File: config.mk
export PLATFORM = sky130hd
export DESIGN_NAME = dsx_segment_export
export DESIGN_NICKNAME = d
export VERILOG_FILES = /design/src/dsx_pkg.sv /design/src/dsx_irq_gate.sv /design/src/dsx_segment_export.sv
export SDC_FILE = /design/constraint.sdc
export NUM_CORES = 1
export LEC_CHECK = 0
export BUFFER_PORTS_ARGS = -buffer_cell sky130_fd_sc_hd__buf_4
export CORE_ASPECT_RATIO = 1.1
export CORE_MARGIN = 4
export CORE_UTILIZATION = 40
export CTS_CLUSTER_SIZE = 30
export DETAILED_ROUTE_END_ITERATION = 16
export GPL_ROUTABILITY_DRIVEN = 0
export PLACE_DENSITY = 0.68
export SETUP_SLACK_MARGIN = 0.15
export SYNTH_ARGS = -nofsm -noshare
export SYNTH_HDL_FRONTEND = slang
export SYNTH_SLANG_ARGS = --single-unit
File: constraint.sdc
create_clock -name clk_sys_i -period 9.3 [get_ports clk_sys_i]
set_clock_uncertainty 0.05 [all_clocks]
set_input_delay 1.395 -clock clk_sys_i [delete_from_list [all_inputs] [get_ports clk_sys_i]]
set_output_delay 1.395 -clock clk_sys_i [all_outputs]
set_load 0.05 [all_outputs]
File: src/dsx_pkg.sv
// dsx_pkg: register offsets, segment field layout, reset values and timing
// assumes: big-endian bit numbering of the segment word, bit 0 is the msb
package dsx_pkg;

  // register byte offsets on the apb
  localparam logic [7:0] DSX_SEG_OFF    = 8'h00; // segment_descriptor
  localparam logic [7:0] DSX_CTRL_OFF   = 8'h04; // privilege / irq enable control
  localparam logic [7:0] DSX_STAT_OFF   = 8'h08; // access and irq state
  localparam logic [7:0] DSX_LAT_OFF    = 8'h0C; // irq gating latency, read only

  // segment word fields, given as lsb index of a 32-bit vector (sr bit n = 31-n)
  localparam int DSX_T_POS      = 31;  // sr bit 0
  localparam int DSX_KS_POS     = 30;  // sr bit 1
  localparam int DSX_KP_POS     = 29;  // sr bit 2
  localparam int DSX_BUS_UNIT_ID_LSB   = 20;  // sr bits 3..11
  localparam int DSX_BUS_UNIT_ID_W     = 9;
  localparam int DSX_OLDA_LSB   = 18;  // sr bits 12..13
  localparam int DSX_NEWA_LSB   = 15;  // sr bits 14..16
  localparam int DSX_AMASK_LSB  = 8;   // sr bits 17..23
  localparam int DSX_AMASK_W    = 7;
  localparam int DSX_ALT_POS    = 7;   // sr bit 24
  localparam int DSX_OLDB_LSB   = 5;   // sr bits 25..26
  localparam int DSX_NEWB_POS   = 4;   // sr bit 27
  localparam int DSX_EXT_LSB    = 0;   // sr bits 28..31
  localparam int DSX_EXT_W      = 4;
  localparam int DSX_EA_LOW_W   = 28;

  // control register fields
  localparam int DSX_CTRL_PRIV_POS  = 0;  // 1 = privileged state
  localparam int DSX_CTRL_IRQEN_POS = 1;  // async_irq_mask_bit

  // reset values
  localparam logic [31:0] DSX_SEG_RST  = 32'h0000_0000;
  localparam logic [1:0]  DSX_CTRL_RST = 2'h0;

  // irq pin to gate latency
  localparam int DSX_IRQ_LAT_CYC = 2;

  // bus access states
  typedef enum logic [1:0] {
    DSX_IDLE,
    DSX_ACCESS,
    DSX_DONE
  } dsx_state_t;

endpackage

File: src/dsx_irq_gate.sv
// dsx_irq_gate: fixed-latency path from the active-low irq pin to its gate
// assumes: irq pin already synchronous to clk_sys_i
`timescale 1ns/1ns
module dsx_irq_gate
  import dsx_pkg::*;
#(
  parameter int LAT = DSX_IRQ_LAT_CYC
) (
  input  wire logic clk_sys_i,
  input  wire logic sys_rst_i,
  input  wire logic irq_req_n_i,
  input  wire logic irq_mask_i,
  output logic      irq_take_o
);

  initial begin
    if (LAT < 1) $error("dsx_irq_gate: LAT must be at least 1");
  end

  logic [LAT-1:0] pipe_reg;
  logic [LAT-1:0] pipe_next;

  // shift the request down a fixed pipeline, active high inside
  always_comb begin
    pipe_next = LAT'({pipe_reg, ~irq_req_n_i}); // oldest stage drops off the top
  end

  always_ff @(posedge clk_sys_i or posedge sys_rst_i) begin
    if (sys_rst_i) begin
      pipe_reg <= '0;
    end else begin
      pipe_reg <= pipe_next;
    end
  end

  // gate with the enable exactly LAT cycles after the pin
  assign irq_take_o = pipe_reg[LAT-1] & irq_mask_i;

endmodule

File: src/dsx_segment_export.sv
// dsx_segment_export: drives segment bits out during direct-store accesses
// assumes: apb slave, load/store strobes from the core, synchronous inputs
//
// Notes on behaviour
// - every required segment bit is driven out during each direct-store access.
// - one key bit is sent: supervisor key if privileged, else user key.
// - the full nine-bit bus unit id is driven during direct-store access.
// - authority mask and alternate space bit are driven every direct-store access.
// - io address is address extent above the low 28 effective address bits.
// - segment register reads back exactly what was written, all bits.
// - with few pins, newer optional bits are preferred over older ones.
// - irq pin to enable gate has a fixed stated latency.
//
// The APB slave port and the placing of the registers were left to the implementer.
`timescale 1ns/1ns
module dsx_segment_export
  import dsx_pkg::*;
#(
  parameter int OPT_PINS = 4  // optional bit pins available, 0..9
) (
  input  wire logic        clk_sys_i,
  input  wire logic        sys_rst_i,
  // apb
  input  wire logic        psel_i,
  input  wire logic        penable_i,
  input  wire logic        pwrite_i,
  input  wire logic [7:0]  paddr_i,
  input  wire logic [31:0] pwdata_i,
  output logic [31:0]      prdata_o,
  output logic             pready_o,
  output logic             pslverr_o,
  // core side access request
  input  wire logic        acc_start_i,
  input  wire logic [31:0] eff_addr_i,
  input  wire logic        acc_done_i,
  input  wire logic        irq_req_n_i,
  // bus unit controller side
  output logic             acc_active_o,
  output logic             direct_store_o,
  output logic             key_o,
  output logic [8:0]       bus_unit_id_o,
  output logic [6:0]       auth_mask_o,
  output logic             alt_space_o,
  output logic [31:0]      io_addr_o,
  output logic [8:0]       opt_bits_o,
  output logic             irq_take_o
);

  initial begin
    if (OPT_PINS < 0 || OPT_PINS > 9) $error("dsx_segment_export: OPT_PINS out of range");
  end

  // register state
  logic [31:0] seg_reg;
  logic [31:0] seg_next;
  logic [1:0]  ctrl_reg;
  logic [1:0]  ctrl_next;

  // apb decode
  logic wr_en;
  logic rd_hit;
  assign wr_en     = psel_i & penable_i & pwrite_i;
  assign pready_o  = 1'b1;
  assign rd_hit    = (paddr_i == DSX_SEG_OFF) | (paddr_i == DSX_CTRL_OFF) |
                     (paddr_i == DSX_STAT_OFF) | (paddr_i == DSX_LAT_OFF);
  assign pslverr_o = psel_i & penable_i & ~rd_hit;

  // register writes, whole segment word kept, control keeps only bits 1..0
  always_comb begin
    seg_next  = seg_reg;
    ctrl_next = ctrl_reg;
    if (wr_en && paddr_i == DSX_SEG_OFF) seg_next = pwdata_i;
    if (wr_en && paddr_i == DSX_CTRL_OFF) ctrl_next = pwdata_i[1:0];
  end

  always_ff @(posedge clk_sys_i or posedge sys_rst_i) begin
    if (sys_rst_i) begin
      seg_reg  <= DSX_SEG_RST;
      ctrl_reg <= DSX_CTRL_RST;
    end else begin
      seg_reg  <= seg_next;
      ctrl_reg <= ctrl_next;
    end
  end

  // access state machine and snapshot of exported bits
  dsx_state_t  state_reg;
  dsx_state_t  state_next;
  logic [31:0] snap_reg;
  logic [31:0] snap_next;
  logic [31:0] ea_reg;
  logic [31:0] ea_next;
  logic        priv_reg;
  logic        priv_next;

  always_comb begin
    state_next = state_reg;
    snap_next  = snap_reg;
    ea_next    = ea_reg;
    priv_next  = priv_reg;
    case (state_reg)
      DSX_IDLE: begin
        if (acc_start_i) begin
          snap_next  = seg_reg;
          ea_next    = eff_addr_i;
          priv_next  = ctrl_reg[DSX_CTRL_PRIV_POS];
          state_next = DSX_ACCESS;
        end
      end
      DSX_ACCESS: begin
        if (acc_done_i) state_next = DSX_DONE;
      end
      DSX_DONE: begin
        state_next = DSX_IDLE;
      end
      default: begin
        state_next = DSX_IDLE;
      end
    endcase
  end

  always_ff @(posedge clk_sys_i or posedge sys_rst_i) begin
    if (sys_rst_i) begin
      state_reg <= DSX_IDLE;
      snap_reg  <= DSX_SEG_RST;
      ea_reg    <= 32'h0000_0000;
      priv_reg  <= 1'b0;
    end else begin
      state_reg <= state_next;
      snap_reg  <= snap_next;
      ea_reg    <= ea_next;
      priv_reg  <= priv_next;
    end
  end

  // optional bits, newer ones first: 14..16, 27, then 12..13, 25..26
  function automatic logic [8:0] opt_order(input logic [31:0] s, input int n);
    logic [8:0] all;
    logic [8:0] m;
    all = {s[DSX_NEWA_LSB+2], s[DSX_NEWA_LSB+1], s[DSX_NEWA_LSB], s[DSX_NEWB_POS],
           s[DSX_OLDA_LSB+1], s[DSX_OLDA_LSB], s[DSX_OLDB_LSB+1], s[DSX_OLDB_LSB], 1'b0};
    m   = 9'h000;
    for (int i = 0; i < 9; i++) begin
      if (i < n) m[8-i] = 1'b1;
    end
    return all & m;
  endfunction

  // exported fields, driven from the snapshot so they hold all access long
  logic active;
  assign active = (state_reg == DSX_ACCESS);
  always_comb begin
    acc_active_o   = active;
    direct_store_o = active & snap_reg[DSX_T_POS];
    key_o          = priv_reg ? snap_reg[DSX_KS_POS] : snap_reg[DSX_KP_POS];
    bus_unit_id_o  = snap_reg[DSX_BUS_UNIT_ID_LSB +: DSX_BUS_UNIT_ID_W];
    auth_mask_o    = snap_reg[DSX_AMASK_LSB +: DSX_AMASK_W];
    alt_space_o    = snap_reg[DSX_ALT_POS];
    io_addr_o      = {snap_reg[DSX_EXT_LSB +: DSX_EXT_W],
                      ea_reg[DSX_EA_LOW_W-1:0]};
    opt_bits_o     = opt_order(snap_reg, OPT_PINS);
    if (!active) begin
      key_o         = 1'b0;
      bus_unit_id_o = 9'h000;
      auth_mask_o   = 7'h00;
      alt_space_o   = 1'b0;
      io_addr_o     = 32'h0000_0000;
      opt_bits_o    = 9'h000;
    end
  end

  // fixed latency irq gating
  dsx_irq_gate #(
    .LAT (DSX_IRQ_LAT_CYC)
  ) u_irq (
    .clk_sys_i   (clk_sys_i),
    .sys_rst_i   (sys_rst_i),
    .irq_req_n_i (irq_req_n_i),
    .irq_mask_i  (ctrl_reg[DSX_CTRL_IRQEN_POS]),
    .irq_take_o  (irq_take_o)
  );

  // read mux
  always_comb begin
    prdata_o = 32'h0000_0000;
    case (paddr_i)
      DSX_SEG_OFF:  prdata_o = seg_reg;
      DSX_CTRL_OFF: prdata_o = {30'h0000_0000, ctrl_reg};
      DSX_STAT_OFF: prdata_o = {29'h0000_0000, irq_take_o, direct_store_o, active};
      DSX_LAT_OFF:  prdata_o = 32'(DSX_IRQ_LAT_CYC);
      default:      prdata_o = 32'h0000_0000;
    endcase
  end

endmodule

== After elaboration in Yosys (flattened, before gate mapping) ==
Cells that the tools add are included.

* Register bits: 99
* Input port bits: 80
* Output and inout port bits: 96

* Equality and inequality tests: 6
* Mux-type cells: 11
* Bitwise logic cells: 10
* Reductions and logical operators: 6

{| class="wikitable"
|+ Operators by type and width
! kind !! number
|-
| one-hot mux 32 bit (4 select lines) || 1
|-
| 2-to-1 mux 32 bit || 1
|-
| 2-to-1 mux 9 bit || 2
|-
| == test 8 x 4 -> 1 bit (second input constant) || 2
|-
| == test 8 x 3 -> 1 bit (second input constant) || 1
|-
| logical NOT 8 bit || 1
|-
| 2-to-1 mux 7 bit || 1
|-
| AND 1 bit || 5
|-
| 2-to-1 mux 2 bit || 2
|-
| != test 2 bit (second input constant) || 2
|-
| one-hot mux 2 bit (2 select lines) || 1
|-
| AND reduction 2 bit || 2
|-
| 2-to-1 mux 1 bit || 3
|-
| bitwise OR 1 bit || 3
|-
| == test 2 x 1 -> 1 bit (second input constant) || 1
|-
| logical AND 1 bit || 2
|-
| logical NOT 2 bit || 1
|-
| inverter 1 bit || 2
|}

== Logic depth before layout (Yosys ltp) ==
Gate-level depths: netlist of run 1.

* Depth after elaboration: 6
* Mapped depth: 5
* Depth with buffers taken out: 4

== Cells and area by module ==
From an unflattened synthesis of run 1, not the netlist that was laid out.

* Cell total of the unflattened synthesis: 328
* Area total of the unflattened synthesis: 4426.7 µm²

{| class="wikitable"
|+ Modules (own cells, without submodules)
! module !! instances !! cells an instance !! area an instance (µm²)
|-
| dsx_segment_export || 1 || 323 || 4362.9
|-
| dsx_irq_gate || 1 || 5 || 63.8
|}

== Worst setup path before layout of run 1 ==
Ideal clock, no wire load.

* Path kind: input to output
* From: input port paddr_i[1]
* To: output port prdata_o[1]
* Data arrival time: 3304 ps
* Slack: 4551 ps
* Cell stages on the path: 4
* Cells stage by stage: nor4_4 > clkbuf_1 > nand2_1 > a211oi_1

* Cells in the longest elaborated chain, start to end: 2
* Elaborated cells on any way between the ends: 5

{| class="wikitable"
|+ RTL lines
! item !! RTL line !! source
|-
| start, declared || dsx_segment_export.sv:27 || <nowiki>input wire logic [7:0] paddr_i,</nowiki>
|-
| == test 8 x 4 -> 1 bit, or another cell as far along || dsx_segment_export.sv:186 || <nowiki>case (paddr_i)</nowiki>
|-
| one-hot mux 32 bit (4 select lines) (*) || dsx_segment_export.sv:186 ||
|-
| end, declared || dsx_segment_export.sv:29 || <nowiki>output logic [31:0] prdata_o,</nowiki>
|}

Mark *: on every way between the ends. The rest lies on a longest branch, timed or not.

== Worst setup path in the final report of run 1 ==
* From: input port paddr_i[3]
* To: output port prdata_o[28]

Same word-level chain as after synthesis.

==> summary.json, run 1 <==
{
  "fin_total_pwr": {"value": 1.29, "unit": "mW"},
  "power_density": {"value": 212, "unit": "nW/um^2"},
  "power_frac_comb": {"value": 31.4, "unit": "%"},
  "cts_tree": {"value": "yes"},
  "detailedRoute.firstIterationViolations": {"value": 74},
  "ys_types": {"value": 26},
  "die-width": {"value": 108, "unit": "um"},
  "drt-wirelength-per-cell": {"value": 16.2, "unit": "um"},
  "num_vias": {"value": 3013},
  "critical_path_arrival": {"value": 2.87, "unit": "ns"},
  "post_cts.resized_instances": {"value": 0},
  "clockRootBuffer": {"value": "sky130_fd_sc_hd__clkbuf_16"},
  "drt-total-wl": {"value": 10300, "unit": "um"},
  "ioPinCount": {"value": 176},
  "hold_violation_count_in_the_final_report": {"value": 0},
  "antenna-diode-count": {"value": 0},
  "period_share": {"value": 46.4, "unit": "%"},
  "fill_cells": {"value": 915},
  "detail-route-antenna-nets": {"value": 0},
  "number_of_global_route_vias_before_repair": {"value": 3209},
  "hold_path_depth": {"value": 0},
  "post_cts_buffers": {"value": 0},
  "final.min_clock_period": {"value": 4.32, "unit": "ns"},
  "timing_worst_setup_path_type": {"value": "input pin to output pin"},
  "postSynthRegisterBits": {"value": 95},
  "worstPathMaxFanout": {"value": 20},
  "cts-buffers-inserted": {"value": 9},
  "avgSynthCellArea": {"value": 13.5, "unit": "um^2"},
  "min_path_type": {"value": "flop to flop"},
  "finalSetupViolations": {"value": 0},
  "clk_pin_slew_worst_paths": {"value": 0.06, "unit": "ns"},
  "synth_largest_type_area_fraction": {"value": 53.7, "unit": "%"},
  "layout-drive-gt1-share": {"value": 57.6, "unit": "%"},
  "power.net_switching": {"value": 425, "unit": "uW"},
  "synth.yosys.seq_area_share": {"value": 53.7, "unit": "%"},
  "setup-tns-final": {"value": 0, "unit": "ns"},
  "clock_sink_count": {"value": 95},
  "drt_pre_antenna_iters": {"value": 4},
  "initial_core_util": {"value": 40.7, "unit": "%"},
  "core_area": {"value": 10900, "unit": "um^2"},
  "h-tree-depth": {"value": 3},
  "die_height": {"value": 118, "unit": "um"},
  "grt_start_max_net_pins": {"value": 63},
  "cts.hold.buffers_added": {"value": 0},
  "finalWorstSetupSlack": {"value": 4.98, "unit": "ns"},
  "postSynth.asyncResetShare": {"value": 100, "unit": "%"},
  "rows": {"value": 40},
  "gr-usage-all-layers": {"value": 16.4, "unit": "%"},
  "synth.top_cells.by_area": {"value": "sky130_fd_sc_hd__dfrtp_1 (54%), sky130_fd_sc_hd__mux2_2 (16%), sky130_fd_sc_hd__mux2_4 (10%)"},
  "postSynthCellCount": {"value": 327},
  "largest_reg_flops": {"value": 32},
  "clock_network_latency_to_the_later_pin_of_the_worst_skew_pair": {"value": 0.34, "unit": "ns"},
  "layout.cell_area.non_filler": {"value": 6080, "unit": "um^2"},
  "synth_area": {"value": 4420, "unit": "um^2"},
  "detailed_place.area": {"value": 5760, "unit": "um^2"},
  "dp_worst_setup_slack": {"value": 4.97, "unit": "ns"},
  "nNetsFinal": {"value": 566},
  "maxCapViolations": {"value": 0},
  "antenna_found_initial": {"value": 0},
  "post-synth-top-area-cell": {"value": "sky130_fd_sc_hd__dfrtp_1"},
  "clock_path_buffers": {"value": 2},
  "worstRegToRegCells": {"value": 4},
  "vdd_ir_drop_max": {"value": 98.7, "unit": "uV"},
  "start_kind": {"value": "input pin"},
  "internal_power": {"value": 860, "unit": "uW"},
  "post_synth_most_frequent_cells": {"value": "sky130_fd_sc_hd__dfrtp_1 (95), sky130_fd_sc_hd__mux2_2 (61), sky130_fd_sc_hd__and2_1 (55), sky130_fd_sc_hd__and3_1 (31), sky130_fd_sc_hd__mux2_4 (30)"},
  "cell_with_the_most_instances_after_synthesis": {"value": "sky130_fd_sc_hd__dfrtp_1"},
  "yosys_warnings": {"value": 0},
  "worst_slew_pin_slew": {"value": 0.767, "unit": "ns"},
  "grt_pass1_wl": {"value": 16400, "unit": "um"},
  "switching_share": {"value": 33.1, "unit": "%"},
  "fp.dieArea": {"value": 12800, "unit": "um^2"},
  "detail_route.vias_per_cell": {"value": 4.72},
  "max_freq": {"value": 232, "unit": "MHz"},
  "dpl.hpwl": {"value": 7490, "unit": "um"},
  "clock_power_share": {"value": 29.7, "unit": "%"},
  "finalMaxSlewViolations": {"value": 0},
  "remaining_drc_errors": {"value": 0},
  "rsz0062_at_grt": {"value": "no"},
  "timing.reg2reg.setup_slack": {"value": 7.63, "unit": "ns"},
  "yosys_most_used_dff": {"value": "sky130_fd_sc_hd__dfrtp_1"},
  "syn_to_final_growth": {"value": 37.4, "unit": "%"},
  "slew_headroom": {"value": 48.8, "unit": "%"},
  "status": {"value": "finished clean"},
  "power.leakage": {"value": 3.29, "unit": "nW"},
  "port_buffers": {"value": 165},
  "number_of_enable_flip_flop_cells_after_synthesis": {"value": 0},
  "sequentialPowerShare": {"value": 38.9, "unit": "%"},
  "critical_path.endpoint_type": {"value": "output pin"},
  "critPathRequiredTime": {"value": 7.86, "unit": "ns"},
  "grt_overflow": {"value": 0}
}
cell usage in the layout (no fill, tap or decap), types with 3 or more instances in the layout:
master / n
sky130_fd_sc_hd__conb_1: 6
sky130_fd_sc_hd__mux2i_1: 3
sky130_fd_sc_hd__and3_1: 31
sky130_fd_sc_hd__clkinvlp_4: 3
sky130_fd_sc_hd__mux2_2: 61
sky130_fd_sc_hd__buf_4: 171
sky130_fd_sc_hd__dfrtp_1: 95
sky130_fd_sc_hd__clkbuf_8: 3
sky130_fd_sc_hd__mux2_4: 30
sky130_fd_sc_hd__and2_1: 55
sky130_fd_sc_hd__clkbuf_16: 9
sky130_fd_sc_hd__nor2_1: 3
sky130_fd_sc_hd__inv_1: 3
routing by layer:
layer | wire length, um | global-route usage (%) | vias up | share of wire, %
li1 | - | - | 1425 | -
met1 | 4210 | 19.9 | 1461 | 41
met2 | 4990 | 26.5 | 116 | 48
met3 | 1010 | 6.94 | 11 | 9.8
met4 | 132 | 5.21 | 0 | 1.3
met5 | 0 | 0 | - | 0
logic make-up after synthesis:
logic type	Yosys count	share of synthesized area (%)
other cells	2	0.170
buf+inv	31	3.88
simple gates	101	15.1
flops	95	53.7
mux	94	26.4
compound gates	4	0.707
path summary, 6_finish.rpt:
kind	from	endpoint
min reg2reg	u_irq.pipe_reg[0]	u_irq.pipe_reg[1]
max	paddr_i[3]	prdata_o[28]
max reg2reg	state_reg[1]	state_reg[1]
max in group asynchronous	sys_rst_i	snap_reg[25]
min	u_irq.pipe_reg[0]	u_irq.pipe_reg[1]
min in group asynchronous	sys_rst_i	seg_reg[19]
critical path, cell delays in order:
cell	delay, ns
sky130_fd_sc_hd__buf_4	0.14
sky130_fd_sc_hd__nor4_4	0.56
sky130_fd_sc_hd__buf_4	0.35
sky130_fd_sc_hd__and3_1	0.21
sky130_fd_sc_hd__buf_4	0.20
metrics by stage:
| step | cells | utilization, % | hold WS [ns] |
|---|---|---|---|
| global placement | 622 | 53.0 | 0.286 |
| floorplan | 331 | - | 0.281 |
| global route | 638 | 56.0 | 0.304 |
| detailed placement | 622 | 53.0 | 0.287 |
| CTS | 638 | 56.0 | 0.302 |
| finish | 638 | 56.0 | 0.300 |
power by group through the flow:
stage	clock, mW	sequential, mW	combinational (mW)
after floorplan	0	0.500	0.294
after global placement	0	0.505	0.405
after detailed placement	0	0.509	0.411
after CTS	0.392	0.501	0.412
after global routing	0.407	0.508	0.431
final	0.382	0.500	0.404
layout make-up:
cell class                      count  area [um^2]  area share, %
Sequential cell                    95         2380           39.1
Multi-Input combinational cell    205         1900           31.2
Timing Repair Buffer              171         1280           21.1
Clock buffer                       12          267           4.39
Tap cell                          147          184           3.03
Clock inverter                      4         52.6          0.865
Inverter                            4         17.5          0.288
No activity file was read; power rests on OpenSTA's default activity.
==> inputs of run 2 (changes only) <==
--- a/config.mk
+++ b/config.mk
@@ -12,7 +12,7 @@
 export CTS_CLUSTER_SIZE = 30
 export DETAILED_ROUTE_END_ITERATION = 16
 export GPL_ROUTABILITY_DRIVEN = 0
-export PLACE_DENSITY = 0.68
+export PLACE_DENSITY = 0.71
 export SETUP_SLACK_MARGIN = 0.15
 export SYNTH_ARGS = -nofsm -noshare
 export SYNTH_HDL_FRONTEND = slang
==> constraint.sdc (replaced) <==
create_clock -name clk_sys_i -period 3.9 [get_ports clk_sys_i]
set_clock_uncertainty 0.05 [all_clocks]
set_input_delay 0.585 -clock clk_sys_i [delete_from_list [all_inputs] [get_ports clk_sys_i]]
set_output_delay 0.585 -clock clk_sys_i [all_outputs]
set_load 0.05 [all_outputs]
==> summary.json, run 2 (synthesis results as in run 1) <==
{
  "cts.hold.buffers_added": {"value": 0},
  "worstPathMaxFanout": {"value": 17},
  "rows": {"value": 40},
  "ioPinCount": {"value": 176},
  "finalSetupViolations": {"value": 0},
  "max_freq": {"value": 350, "unit": "MHz"},
  "critical_path_arrival": {"value": 2.22, "unit": "ns"},
  "min_path_type": {"value": "flop to flop"},
  "slew_headroom": {"value": 40.8, "unit": "%"},
  "grt_pass1_wl": {"value": 16400, "unit": "um"},
  "maxCapViolations": {"value": 0},
  "num_vias": {"value": 3030},
  "antenna-diode-count": {"value": 0},
  "global_route.usage.met1": {"value": 20.1, "unit": "%"},
  "fill_cells": {"value": 931},
  "detail_route.vias_per_cell": {"value": 4.73},
  "cpMaxStageDelayCell": {"value": "sky130_fd_sc_hd__nor4_4"},
  "globalRouteMet3Util": {"value": 5.35, "unit": "%"},
  "fin_total_pwr": {"value": 3.06, "unit": "mW"},
  "initial_core_util": {"value": 40.7, "unit": "%"},
  "critical_path.endpoint_type": {"value": "output pin"},
  "setup-tns-final": {"value": 0, "unit": "ns"},
  "core_area": {"value": 10900, "unit": "um^2"},
  "grt_overflow": {"value": 0},
  "grt-busiest-layer": {"value": "met2"},
  "detailed_place.area": {"value": 5790, "unit": "um^2"},
  "port_buffers": {"value": 165},
  "start_kind": {"value": "input pin"},
  "fp.dieArea": {"value": 12800, "unit": "um^2"},
  "antenna_found_initial": {"value": 0},
  "dpl.hpwl": {"value": 7670, "unit": "um"},
  "clock_sink_count": {"value": 95},
  "critPathRequiredTime": {"value": 3.26, "unit": "ns"},
  "status": {"value": "finished clean"},
  "period_share": {"value": 73.2, "unit": "%"},
  "nNetsFinal": {"value": 568},
  "critical_path.most_common_cell": {"value": "sky130_fd_sc_hd__buf_4"},
  "post_cts.resized_instances": {"value": 0},
  "most-common-layout-cells": {"value": "sky130_fd_sc_hd__buf_4 (172), sky130_fd_sc_hd__dfrtp_1 (95), sky130_fd_sc_hd__mux2_2 (61)"},
  "timing_worst_setup_path_type": {"value": "input pin to output pin"},
  "syn_to_final_growth": {"value": 37.8, "unit": "%"},
  "remaining_drc_errors": {"value": 0},
  "clockRootBuffer": {"value": "sky130_fd_sc_hd__clkbuf_16"},
  "number_of_global_route_vias_before_repair": {"value": 3194},
  "grtUsageMet2": {"value": 27.3, "unit": "%"},
  "grt_start_max_net_pins": {"value": 73},
  "drt-total-wl": {"value": 10500, "unit": "um"},
  "gr-usage-all-layers": {"value": 16.4, "unit": "%"},
  "die-width": {"value": 108, "unit": "um"},
  "hold_violation_count_in_the_final_report": {"value": 0},
  "final.min_clock_period": {"value": 2.86, "unit": "ns"},
  "die_height": {"value": 118, "unit": "um"},
  "power.leakage": {"value": 3.31, "unit": "nW"},
  "power_density": {"value": 501, "unit": "nW/um^2"},
  "rsz0062_at_grt": {"value": "no"},
  "post_cts_buffers": {"value": 0},
  "critical-path-max-stage-delay": {"value": 0.76, "unit": "ns"},
  "layout.cell_area.non_filler": {"value": 6090, "unit": "um^2"},
  "layout_commonest_cell": {"value": "sky130_fd_sc_hd__buf_4"},
  "clk_pin_slew_worst_paths": {"value": 0.06, "unit": "ns"},
  "final_util": {"value": 56.1, "unit": "%"},
  "critical_path.cell_chain": {"value": "buf_4, nor4_4, nand2_1, nor3_1, buf_4"},
  "finalMaxSlewViolations": {"value": 0},
  "cts_tree": {"value": "yes"},
  "clock_path_buffers": {"value": 2},
  "drt-wirelength-per-cell": {"value": 16.4, "unit": "um"},
  "worst_slew_pin_slew": {"value": 0.888, "unit": "ns"},
  "cts-buffers-inserted": {"value": 9},
  "vdd_ir_drop_max": {"value": 230, "unit": "uV"},
  "detail-route-antenna-nets": {"value": 0},
  "drt_pre_antenna_iters": {"value": 4},
  "layout-drive-gt1-share": {"value": 57.8, "unit": "%"},
  "largest_reg_flops": {"value": 32},
  "detailedRoute.firstIterationViolations": {"value": 69},
  "h-tree-depth": {"value": 3},
  "clock_network_latency_to_the_later_pin_of_the_worst_skew_pair": {"value": 0.33, "unit": "ns"}
}
==> run 2: metal layers <==
metal  share of wire (%)  up-vias
li1                    -     1429
met1                  41     1489
met2                  50       98
met3                 7.5       14
met4                 1.6        0
met5                   0        -
==> run 2: power breakdown <==
part	internal [mW]	switching (mW)
sequential	1.13	0.0629
clock	0.530	0.357
combinational	0.377	0.596
==> run 2: worst paths after layout <==
check                                        from           endpoint  slack [ns]  cells after the start
worst min-delay path            u_irq.pipe_reg[0]  u_irq.pipe_reg[1]        0.30                      0
worst max register to register       state_reg[0]       snap_reg[10]        2.33                      3
max in group asynchronous               sys_rst_i          ea_reg[1]        2.53                      3
worst max-delay path                   paddr_i[1]        prdata_o[2]        1.04                      5
min in group asynchronous               sys_rst_i         ea_reg[11]        0.37                      2
worst min register to register  u_irq.pipe_reg[0]  u_irq.pipe_reg[1]        0.30                      0
==> run 2: stage by stage <==
stage / cells / hold slack, ns / setup WS, ns
2_1_floorplan: 331 / 0.281 / 0.771
3_3_place_gp: 624 / 0.286 / 0.986
3_5_place_dp: 624 / 0.289 / 0.953
4_1_cts: 640 / 0.304 / 1.02
5_1_grt: 640 / 0.320 / 0.872
6_report: 640 / 0.302 / 1.04
==> run 2: worst max-delay path, delay by kind of cell <==
| family | cells | cell delay (ns) |
|---|---|---|
| and+or+nand+nor | 3 | 1.28 |
| buffers and inverters | 2 | 0.36 |
==> run 2: area by class of cell <==
type	count	area, um^2	area share, %
Multi-Input combinational cell	205	1900	31.1
Clock inverter	5	56.3	0.924
Inverter	4	17.5	0.287
Sequential cell	95	2380	39.0
Timing Repair Buffer	173	1310	21.5
Tap cell	147	184	3.02
Clock buffer	11	253	4.15
